**src/inc/aout_diag_pkg.sv**
```systemverilog
package aout_diag_pkg;

  // record numbers seen on the coupler port
  localparam logic [7:0] REC_PARAM       = 8'h00;
  localparam logic [7:0] REC_DIAG_SHORT  = 8'h00;
  localparam logic [7:0] REC_DIAG_FULL   = 8'h01;
  localparam logic [7:0] REC_RANGE_BASE  = 8'h80;
  localparam logic [7:0] REC_RANGE_LAST  = 8'h83;

  // record lengths in bytes
  localparam logic [4:0] DIAG_LEN        = 5'h14;
  localparam logic [4:0] DIAG_SHORT_LEN  = 5'h04;
  localparam logic [4:0] PARAM_LEN       = 5'h02;
  localparam logic [4:0] RANGE_LEN       = 5'h01;

  // byte positions inside the parameter and diagnostic records
  localparam logic [4:0] PAR_RESERVED    = 5'h00;
  localparam logic [4:0] PAR_SHORT_EN    = 5'h01;
  localparam logic [4:0] DG_FLAGS        = 5'h00;
  localparam logic [4:0] DG_MODINFO      = 5'h01;
  localparam logic [4:0] DG_RSVD         = 5'h02;
  localparam logic [4:0] DG_INTERNAL     = 5'h03;
  localparam logic [4:0] DG_KIND         = 5'h04;
  localparam logic [4:0] DG_BITS        = 5'h05;
  localparam logic [4:0] DG_COUNT        = 5'h06;
  localparam logic [4:0] DG_SUMMARY      = 5'h07;
  localparam logic [4:0] DG_CHAN0        = 5'h08;
  localparam logic [4:0] DG_STAMP        = 5'h10;

  // reset and constant values
  localparam logic [7:0] SHORT_EN_RST    = 8'h00;
  localparam logic [7:0] SHORT_EN_MASK   = 8'h0f;
  localparam logic [7:0] RANGE_RST       = 8'h10;
  localparam logic [7:0] MODINFO_VAL     = 8'h15;
  localparam logic [7:0] KIND_VAL        = 8'h73;
  localparam logic [7:0] BITS_VAL        = 8'h08;
  localparam logic [7:0] COUNT_VAL       = 8'h04;

  // output range codes
  localparam logic [7:0] RANGE_WIDE      = 8'h10;
  localparam logic [7:0] RANGE_NARROW    = 8'h20;
  localparam logic [7:0] RANGE_OFF       = 8'hff;

  // digital limits per range
  localparam logic [15:0] WIDE_NOMINAL   = 16'h6c00;
  localparam logic [15:0] WIDE_OVER      = 16'h7eff;
  localparam logic [15:0] NARROW_NOMINAL = 16'h4000;
  localparam logic [15:0] NARROW_OVER    = 16'h5000;

  // converter full scale is 12.5 V so the largest overrange still fits
  localparam longint DAC_MAX_CODE   = 4095;
  localparam longint DAC_FULL_MV    = 12500;
  localparam longint NOMINAL_MV     = 10000;
  localparam int     SCALE_SHIFT    = 16;
  localparam logic [13:0] WIDE_GAIN   = 14'((DAC_MAX_CODE * NOMINAL_MV * 65536) / (DAC_FULL_MV * 27648));
  localparam logic [13:0] NARROW_GAIN = 14'((DAC_MAX_CODE * NOMINAL_MV * 65536) / (DAC_FULL_MV * 16384));

  // diagnostic flag bit positions
  localparam int FLAG_MODULE_FAIL  = 0;
  localparam int FLAG_INTERNAL     = 1;
  localparam int FLAG_EXTERNAL     = 2;
  localparam int FLAG_CHANNEL      = 3;
  localparam int FLAG_AUX_MISSING  = 4;
  localparam int FLAG_PARAM        = 7;
  localparam int INT_BUF_OVERFLOW  = 3;
  localparam int INT_COMM_ERROR    = 4;
  localparam int CH_PARAM_ERROR    = 0;
  localparam int CH_SHORT_GROUND   = 3;

  // microsecond ticker timing
  localparam longint CLK_HZ        = 20000000;
  localparam longint TICK_US       = 1;
  localparam logic [4:0] US_CYCLES = 5'((CLK_HZ * TICK_US) / 1000000);

  // one record access from the coupler
  typedef struct packed {
    logic       valid;
    logic       write;
    logic [7:0] record_number;
    logic [4:0] byte_index;
    logic [7:0] wr_data;
  } rec_req_type;

  // registered answer to that access
  typedef struct packed {
    logic       ack;
    logic       err;
    logic [7:0] rd_data;
  } rec_rsp_type;

endpackage : aout_diag_pkg

```
**src/core/analog_out_param_diag.sv**
```systemverilog
// Behaviour
// - short_detect_enable bits 0..3 enable short detection per channel; bits 7..4 reserved.
// - range code FFh switches the channel output off.
// - code 10h: 27648 is 10 V, overrange up to 32511 accepted.
// - code 20h: 16384 is 10 V, overrange up to 20480 accepted.
// - negative values clamp to 0 V; no underrange output.
// - an error lights that channel's indicator and enters the diagnostic record.
// - no diagnostic interrupt; diagnostics only returned when the coupler reads.
// - report parameter errors; shorts only on channels with detection enabled.
// - record 01h returns full diagnostics, record 00h the first four bytes.
// - flag byte: failure, internal, external, channel, aux missing, parameter error bits.
// - module information byte reads 15h: class 0101b plus channel-info flag.
// - fourth byte: bit 3 buffer overflow, bit 4 internal communication error.
// - channel kind byte reads 73h, analog output.
// - diagnostic bits per channel 08h and channel count 04h, adjacent bytes.
// - four channel error bytes, four reserved bytes, then four timestamp bytes.
// - summary byte bits 0..3 mark channel groups in error; upper bits reserved.
// - channel byte: bit 0 parameter error, bit 3 short to ground.
// - free microsecond counter from 0, wrapping; captured on each diagnostic event.
module analog_out_param_diag #(
  parameter int NUM_CH = 4
) (
  input  wire logic                      clk,
  input  wire logic                      rst_n,
  input  wire aout_diag_pkg::rec_req_type rec_req,
  output aout_diag_pkg::rec_rsp_type     rec_rsp,
  input  wire logic [NUM_CH-1:0][15:0]   out_value,
  input  wire logic [NUM_CH-1:0]         short_sense,
  input  wire logic                      aux_supply_missing,
  input  wire logic                      module_fault,
  input  wire logic                      diag_buffer_overflow,
  input  wire logic                      internal_comm_error,
  output logic [NUM_CH-1:0][11:0]        dac_code,
  output logic [NUM_CH-1:0]              channel_active,
  output logic [NUM_CH-1:0]              channel_error_led,
  output logic                           group_error_led
);

  // reset release through two flops; assertion stays asynchronous
  logic rst_meta_ff;
  logic rst_sync_ff;
  always_ff @(posedge clk or negedge rst_n) begin
    if (!rst_n) begin
      rst_meta_ff <= 1'b0;
      rst_sync_ff <= 1'b0;
    end else begin
      rst_meta_ff <= 1'b1;
      rst_sync_ff <= rst_meta_ff;
    end
  end

  // pin inputs: three flops, a change is taken once stages two and three agree
  localparam int PINS = NUM_CH + 1;
  logic [PINS-1:0] pin_s1_ff;
  logic [PINS-1:0] pin_s2_ff;
  logic [PINS-1:0] pin_s3_ff;
  logic [PINS-1:0] pin_ok_ff;
  logic [PINS-1:0] nxt_pin_ok;
  // stages agree: take stage three, so a cleared pin clears too; disagree: hold the last accepted level
  assign nxt_pin_ok = ((pin_s2_ff ~^ pin_s3_ff) & pin_s3_ff)
                    | ((pin_s2_ff ^ pin_s3_ff) & pin_ok_ff);
  always_ff @(posedge clk or negedge rst_sync_ff) begin
    if (!rst_sync_ff) begin
      pin_s1_ff <= '0;
      pin_s2_ff <= '0;
      pin_s3_ff <= '0;
      pin_ok_ff <= '0;
    end else begin
      pin_s1_ff <= {aux_supply_missing, short_sense};
      pin_s2_ff <= pin_s1_ff;
      pin_s3_ff <= pin_s2_ff;
      pin_ok_ff <= nxt_pin_ok;
    end
  end

  logic [NUM_CH-1:0] short_seen;
  logic              aux_missing_seen;
  assign short_seen       = pin_ok_ff[NUM_CH-1:0];
  assign aux_missing_seen = pin_ok_ff[NUM_CH];

  // parameter store: short enables and range codes
  logic [7:0]              short_en_ff;
  logic [NUM_CH-1:0][7:0]  range_code_ff;

  // request decode
  logic       is_param;
  logic       is_diag_full;
  logic       is_diag_short;
  logic       is_range;
  logic [1:0] range_sel;
  logic       index_ok;
  logic       wr_short_en;
  logic       wr_range;
  assign is_param      = rec_req.valid && rec_req.write && rec_req.record_number == aout_diag_pkg::REC_PARAM;
  assign is_diag_full  = rec_req.valid && !rec_req.write
                         && rec_req.record_number == aout_diag_pkg::REC_DIAG_FULL;
  assign is_diag_short = rec_req.valid && !rec_req.write
                         && rec_req.record_number == aout_diag_pkg::REC_DIAG_SHORT;
  assign is_range      = rec_req.valid && rec_req.record_number >= aout_diag_pkg::REC_RANGE_BASE
                         && rec_req.record_number <= aout_diag_pkg::REC_RANGE_LAST;
  assign range_sel     = rec_req.record_number[1:0];
  assign index_ok      = (is_param      && rec_req.byte_index < aout_diag_pkg::PARAM_LEN)
                      || (is_diag_full  && rec_req.byte_index < aout_diag_pkg::DIAG_LEN)
                      || (is_diag_short && rec_req.byte_index < aout_diag_pkg::DIAG_SHORT_LEN)
                      || (is_range      && rec_req.byte_index < aout_diag_pkg::RANGE_LEN);
  assign wr_short_en   = is_param && rec_req.byte_index == aout_diag_pkg::PAR_SHORT_EN;
  assign wr_range      = is_range && rec_req.write && index_ok;

  // reserved byte 0 and bits 7..4 of the enable byte never store anything
  always_ff @(posedge clk or negedge rst_sync_ff) begin
    if (!rst_sync_ff) begin
      short_en_ff   <= aout_diag_pkg::SHORT_EN_RST;
      range_code_ff <= {NUM_CH{aout_diag_pkg::RANGE_RST}};
    end else begin
      if (wr_short_en) short_en_ff <= rec_req.wr_data & aout_diag_pkg::SHORT_EN_MASK;
      if (wr_range) range_code_ff[range_sel] <= rec_req.wr_data;
    end
  end

  // per channel scaling, clamping and error detection
  logic [NUM_CH-1:0][7:0]  chan_err;
  logic [NUM_CH-1:0][11:0] nxt_dac;
  logic [NUM_CH-1:0]       nxt_active;
  for (genvar c = 0; c < NUM_CH; c++) begin : g_chan
    logic        wide;
    logic        narrow;
    logic        off;
    logic        bad_code;
    logic [14:0] clamped;
    logic [13:0] gain;
    logic [28:0] product;
    assign wide     = range_code_ff[c] == aout_diag_pkg::RANGE_WIDE;
    assign narrow   = range_code_ff[c] == aout_diag_pkg::RANGE_NARROW;
    assign off      = range_code_ff[c] == aout_diag_pkg::RANGE_OFF;
    assign bad_code = !wide && !narrow && !off;
    // negative clamps to zero, above overrange clamps to the limit
    assign clamped  = out_value[c][15] ? 15'h0000
                    : (wide && out_value[c] > aout_diag_pkg::WIDE_OVER) ? aout_diag_pkg::WIDE_OVER[14:0]
                    : (narrow && out_value[c] > aout_diag_pkg::NARROW_OVER) ? aout_diag_pkg::NARROW_OVER[14:0]
                    : out_value[c][14:0];
    assign gain     = wide ? aout_diag_pkg::WIDE_GAIN : aout_diag_pkg::NARROW_GAIN;
    assign product  = 29'(clamped * gain);
    assign nxt_active[c] = wide || narrow;
    assign nxt_dac[c]    = nxt_active[c] ? product[aout_diag_pkg::SCALE_SHIFT +: 12] : 12'h000;
    // errors are levels: they fall as soon as the cause does
    assign chan_err[c] = {4'h0,
                          short_seen[c] && short_en_ff[c] && nxt_active[c],
                          2'b00,
                          bad_code};
  end

  // analog side outputs are registered; an inactive channel sits at code zero
  always_ff @(posedge clk or negedge rst_sync_ff) begin
    if (!rst_sync_ff) begin
      dac_code       <= '0;
      channel_active <= '0;
    end else begin
      dac_code       <= nxt_dac;
      channel_active <= nxt_active;
    end
  end

  // summary and flag bytes
  logic [NUM_CH-1:0] chan_fault;
  logic [7:0]        summary;
  logic [7:0]        flags;
  logic [7:0]        internal;
  logic              any_param;
  logic              any_short;
  for (genvar c = 0; c < NUM_CH; c++) begin : g_fault
    assign chan_fault[c] = |chan_err[c];
  end
  always_comb begin
    any_param = 1'b0;
    any_short = 1'b0;
    for (int c = 0; c < NUM_CH; c++) begin
      any_param = any_param | chan_err[c][aout_diag_pkg::CH_PARAM_ERROR];
      any_short = any_short | chan_err[c][aout_diag_pkg::CH_SHORT_GROUND];
    end
  end
  assign summary = 8'(chan_fault);
  always_comb begin
    flags = 8'h00;
    flags[aout_diag_pkg::FLAG_MODULE_FAIL] = module_fault;
    flags[aout_diag_pkg::FLAG_INTERNAL]    = internal_comm_error || diag_buffer_overflow;
    flags[aout_diag_pkg::FLAG_EXTERNAL]    = any_short;
    flags[aout_diag_pkg::FLAG_CHANNEL]     = |chan_fault;
    flags[aout_diag_pkg::FLAG_AUX_MISSING] = aux_missing_seen;
    flags[aout_diag_pkg::FLAG_PARAM]       = any_param;
    internal = 8'h00;
    internal[aout_diag_pkg::INT_BUF_OVERFLOW] = diag_buffer_overflow;
    internal[aout_diag_pkg::INT_COMM_ERROR]   = internal_comm_error;
  end

  // indicators follow the error bytes directly
  always_ff @(posedge clk or negedge rst_sync_ff) begin
    if (!rst_sync_ff) begin
      channel_error_led <= '0;
      group_error_led   <= 1'b0;
    end else begin
      channel_error_led <= chan_fault;
      group_error_led   <= |flags;
    end
  end

  // microsecond ticker; runs from reset and wraps naturally at 2^32
  logic [4:0]  us_div_ff;
  logic [31:0] us_count_ff;
  logic        us_tick;
  assign us_tick = us_div_ff == aout_diag_pkg::US_CYCLES - 5'h01;
  always_ff @(posedge clk or negedge rst_sync_ff) begin
    if (!rst_sync_ff) begin
      us_div_ff   <= 5'h00;
      us_count_ff <= 32'h0000_0000;
    end else begin
      us_div_ff   <= us_tick ? 5'h00 : us_div_ff + 5'h01;
      us_count_ff <= us_tick ? us_count_ff + 32'h0000_0001 : us_count_ff;
    end
  end

  // a diagnostic event is any change of the reported error picture
  logic [NUM_CH*8+15:0] err_view;
  logic [NUM_CH*8+15:0] err_view_ff;
  logic [31:0]          stamp_ff;
  logic                 diag_event;
  assign err_view   = {chan_err, flags, internal};
  assign diag_event = err_view != err_view_ff;
  always_ff @(posedge clk or negedge rst_sync_ff) begin
    if (!rst_sync_ff) begin
      err_view_ff <= '0;
      stamp_ff    <= 32'h0000_0000;
    end else begin
      err_view_ff <= err_view;
      if (diag_event) stamp_ff <= us_count_ff;
    end
  end

  // diagnostic record image, 20 bytes
  logic [19:0][7:0] diag_rec;
  always_comb begin
    diag_rec = '0;
    diag_rec[aout_diag_pkg::DG_FLAGS]    = flags;
    diag_rec[aout_diag_pkg::DG_MODINFO]  = aout_diag_pkg::MODINFO_VAL;
    diag_rec[aout_diag_pkg::DG_INTERNAL] = internal;
    diag_rec[aout_diag_pkg::DG_KIND]     = aout_diag_pkg::KIND_VAL;
    diag_rec[aout_diag_pkg::DG_BITS]     = aout_diag_pkg::BITS_VAL;
    diag_rec[aout_diag_pkg::DG_COUNT]    = aout_diag_pkg::COUNT_VAL;
    diag_rec[aout_diag_pkg::DG_SUMMARY]  = summary;
    for (int c = 0; c < NUM_CH; c++) begin
      diag_rec[aout_diag_pkg::DG_CHAN0 + 5'(c)] = chan_err[c];
    end
    for (int b = 0; b < 4; b++) begin
      diag_rec[aout_diag_pkg::DG_STAMP + 5'(b)] = stamp_ff[8*(3-b) +: 8]; // most significant first
    end
  end

  // read data selection; writes read back nothing
  logic [7:0] rd_sel;
  assign rd_sel = !index_ok || rec_req.write ? 8'h00
                : is_range ? range_code_ff[range_sel]
                : diag_rec[rec_req.byte_index];

  // one answer per request, always a cycle later; nothing is ever pushed unasked
  always_ff @(posedge clk or negedge rst_sync_ff) begin
    if (!rst_sync_ff) begin
      rec_rsp <= '0;
    end else begin
      rec_rsp.ack     <= rec_req.valid;
      rec_rsp.err     <= rec_req.valid && !index_ok;
      rec_rsp.rd_data <= rec_req.valid ? rd_sel : 8'h00;
    end
  end

endmodule : analog_out_param_diag

```
**config.mk**
```make
export PLATFORM = sky130hd
export DESIGN_NAME = analog_out_param_diag
export DESIGN_NICKNAME = d
export VERILOG_FILES = /design/src/inc/aout_diag_pkg.sv /design/src/core/analog_out_param_diag.sv
export SDC_FILE = /design/constraint.sdc
export NUM_CORES = 2
export LEC_CHECK = 0
export ABC_AREA = 1
export ABC_CLOCK_PERIOD_IN_PS = 8950
export BUFFER_PORTS_ARGS = -buffer_cell sky130_fd_sc_hd__buf_2
export CORE_AREA = 2 2 279 281
export CTS_BUF_LIST = sky130_fd_sc_hd__clkbuf_16
export DETAILED_ROUTE_END_ITERATION = 8
export DIE_AREA = 0 0 281 283
export HOLD_SLACK_MARGIN = 0.1
export PLACE_DENSITY = 0.6
export SLEW_MARGIN = 20
export SYNTH_ARGS = -nofsm -noshare
export SYNTH_HDL_FRONTEND = slang
export SYNTH_SLANG_ARGS = --single-unit
```
**constraint.sdc**
```tcl
create_clock -name clk -period 8.95 [get_ports clk]
set_input_delay 0.4475 -clock clk [delete_from_list [all_inputs] [get_ports clk]]
set_output_delay 0.4475 -clock clk [all_outputs]
set_load 0.02 [all_outputs]
```
==> flow_summary_export.csv <==
group,metric,value,unit
clock_network,cts_resized,0,
global_routing,met1_usage,29.3,%
final_layout,regArea,5260,um^2
timing,final.min_clock_period,7720,ps
final_layout,final_nets,4783,
logic_synthesis,avgSynthCellArea,8.41,um^2
placed_design,gp_congestion,0.947,
logic_synthesis,synth_top_flop_cell,"dfrtp_1",
critical_path,critPathTopFamily,"adder cells",
timing,max_slew_margin,35.6,%
detailed_routing,vias_per_cell,4.86,
timing,final.setup.tns,0,ps
timing,hold_viol_final,0,
critical_path,arrival,8160,ps
final_layout,antenna_cells,0,
clock_network,clkTransAtPathRegs,60,ps
power_and_ir_drop,ir_worst_vdd,175,uV
detailed_routing,dr_total_vias,23857,
clock_network,cts_made_buffers,27,
floorplanning,core,76700,um^2
logic_synthesis,muxShareOfSynthArea,0,%
final_layout,syn_to_final_growth,10.7,%
run,max-cap-violations,0,
critical_path,path_class,"register to register",
floorplanning,die-area,79500,um^2
clock_network,clock-sinks,210,
logic_synthesis,synth_seq_cells,210,
timing,worst_slew_pin_slew,964,ps
floorplanning,pin_count,164,
clock_network,clock_latency,560,ps
critical_path,crit_fanout,22,
logic_synthesis,ys.warnings.count,0,
detailed_routing,drc,0,
detailed_routing,wl_per_cell,16.5,um
critical_path,critPathBufInv,9,
critical_path,crit_required,9390,ps
clock_network,h-tree-depth,1,
global_routing,grt_max_degree,73,
power_and_ir_drop,powerDensity,175,nW/um^2
power_and_ir_drop,fin_total_pwr,0.00590,W
placed_design,hpwl,70400,um
detailed_routing,postRouteAntennaNets,0,
clock_network,cts_tree,"yes",
logic_synthesis,synth-compound-area-share,8.58,%
logic_synthesis,netlist_area,30400,um^2
final_layout,multi_input_area,22000,um^2
floorplanning,die_y,283,um
logic_synthesis,ys_seq_area_share,17.3,%
logic_synthesis,synthSimpleGateAreaFrac,15.8,%
floorplanning,initial_core_util,39.6,%
detailed_routing,wl,80900,um
global_routing,gr-total-overflow,0,
logic_synthesis,syn_inst,3615,
timing,skew,21.1,ps
global_routing,antenna_found_initial,4,
final_layout,drive_gt1_share,7.14,%
run_status,outcome,"finished clean",
critical_path,cpPeakStageDelay,550,ps
logic_synthesis,async_flop_share,100,%
logic_synthesis,synth-xor-area-share,1.96,%
clock_network,cts_buffer_depth,3,
clock_network,root_buffer,"clkbuf_16",
final_layout,finish.utilization,43.9,%
global_routing,grt_busiest_layer,"met2",
global_routing,grt_first_pass_wirelength,134000,um
power_and_ir_drop,p_leak,18.5,nW
timing,rsz0062_at_grt,"no",
logic_synthesis,synth.distinct_cells,61,
critical_path,endpoint_kind,"register",
global_routing,use_met2,35.5,%
timing,finalCritPeriodShare,86.2,%
global_routing,grt.total_usage,21.1,%
timing,timing.fmax,130,MHz
logic_synthesis,synth_top_family_by_area,"adder cells",
final_layout,fillers,7710,
timing,setup_viol,0,
logic_synthesis,synth-adder-area-share,45.2,%
min_path,hp-class,"primary input to async pin",
clock_network,cts_hold_buf,10,
floorplanning,die_w,281,um
detailed_routing,first_pass_iters,6,
clock_network,post_cts_buffers,0,
critical_path,critPathSlowestCell,"fa_1",
critical_path,cp-start-kind,"register",
logic_synthesis,synth_edf_count,0,
floorplanning,rows,102,
detailed_routing,drt_iter0_drc,1449,
timing,drv_slew,0,
global_routing,grt_use_met3,2.14,%
global_routing,grt_pass1_vias,25108,
placed_design,port_buffers,163,
## through the flow
step           worst slack, ps  area (um^2)  hold slack [ps]  instances
3_3_place_gp              1280        32600              235       4843
4_1_cts                   1300        33600              188       4903
5_1_grt                    760        33700              211       4904
3_5_place_dp              1320        32600              235       4843
2_1_floorplan             2180        30600              152       3666
6_report                  1230        33700              216       4904
## cells in the final DEF (no fill, tap or decap), types with 41 or more instances in the layout
master,instances
a21oi_1,192
buf_2,163
conb_1,53
dfrtp_1,205
fa_1,428
ha_1,415
inv_1,841
nand2_1,573
nand3_1,79
nor2_1,349
nor3_1,41
o21ai_0,131
## metal layers
metal	up-vias	wire length, um
li1	11697	-
met1	11496	37200
met5	-	45
met2	544	38500
met4	6	1840
met3	114	3420
## worst paths after layout
kind                                        start           endpoint  slack (ps)  cells past startpoint
min in group clk                       rec_req[6]  range_code_ff[22]         290                      3
worst min-delay path                        rst_n        rst_sync_ff         220                      2
max in group asynchronous             rst_sync_ff    err_view_ff[24]        6920                      2
worst min register to register        rst_sync_ff       dac_code[23]         290                      0
worst max-delay path            range_code_ff[18]       dac_code[30]        1230                     29
worst max register to register  range_code_ff[18]       dac_code[30]        1230                     29
## Yosys cell counts (31+ instances only)
| master | number | share of area (%) |
|---|---|---|
| nand2_1 | 573 | 7.1 |
| ha_1 | 415 | 17 |
| inv_1 | 835 | 10 |
| xor2_1 | 31 | 0.89 |
| nor3_1 | 41 | 0.67 |
| a21oi_1 | 192 | 3.2 |
| fa_1 | 428 | 28 |
| nor2_1 | 349 | 4.3 |
| dfrtp_1 | 206 | 17 |
| o21ai_0 | 131 | 2.2 |
| nand3_1 | 79 | 1.3 |
| xnor2_1 | 37 | 1.1 |
| o21ai_1 | 34 | 0.56 |
## where the power goes
| group | switching (W) | internal [W] | leakage (nW) | total, W |
|---|---|---|---|---|
| registers | 0.00000935 | 0.000959 | 2.78 | 0.000968 |
| clock network | 0.000455 | 0.000667 | 0.464 | 0.00112 |
| logic | 0.00243 | 0.00138 | 15.3 | 0.00381 |
## state kept, by name (all words and copies together), names as in the netlist, 5 cells and up
name           count
rec_rsp           10
range_code_ff     32
pin_s1_ff          5
stamp_ff          32
pin_ok_ff          5
us_div_ff          5
pin_s2_ff          5
err_view_ff       16
us_count_ff       32
pin_s3_ff          5
dac_code          48
## area by class of cell
type,count,area share [%]
timing repair buffer,183,3.00
tap,1040,3.87
clock buffer,27,2.01
multi-input combinational,2563,65.2
inverter,858,9.57
sequential,210,15.6
clock inverter,23,0.680
## kinds of logic after synthesis
family / count (synthesis)
compound gates: 463
xor+xnor: 68
fa+ha+maj: 843
buf+inv: 893
flops: 210
other cells: 2
simple gates: 1136
Power figures use the tool's default switching activity.
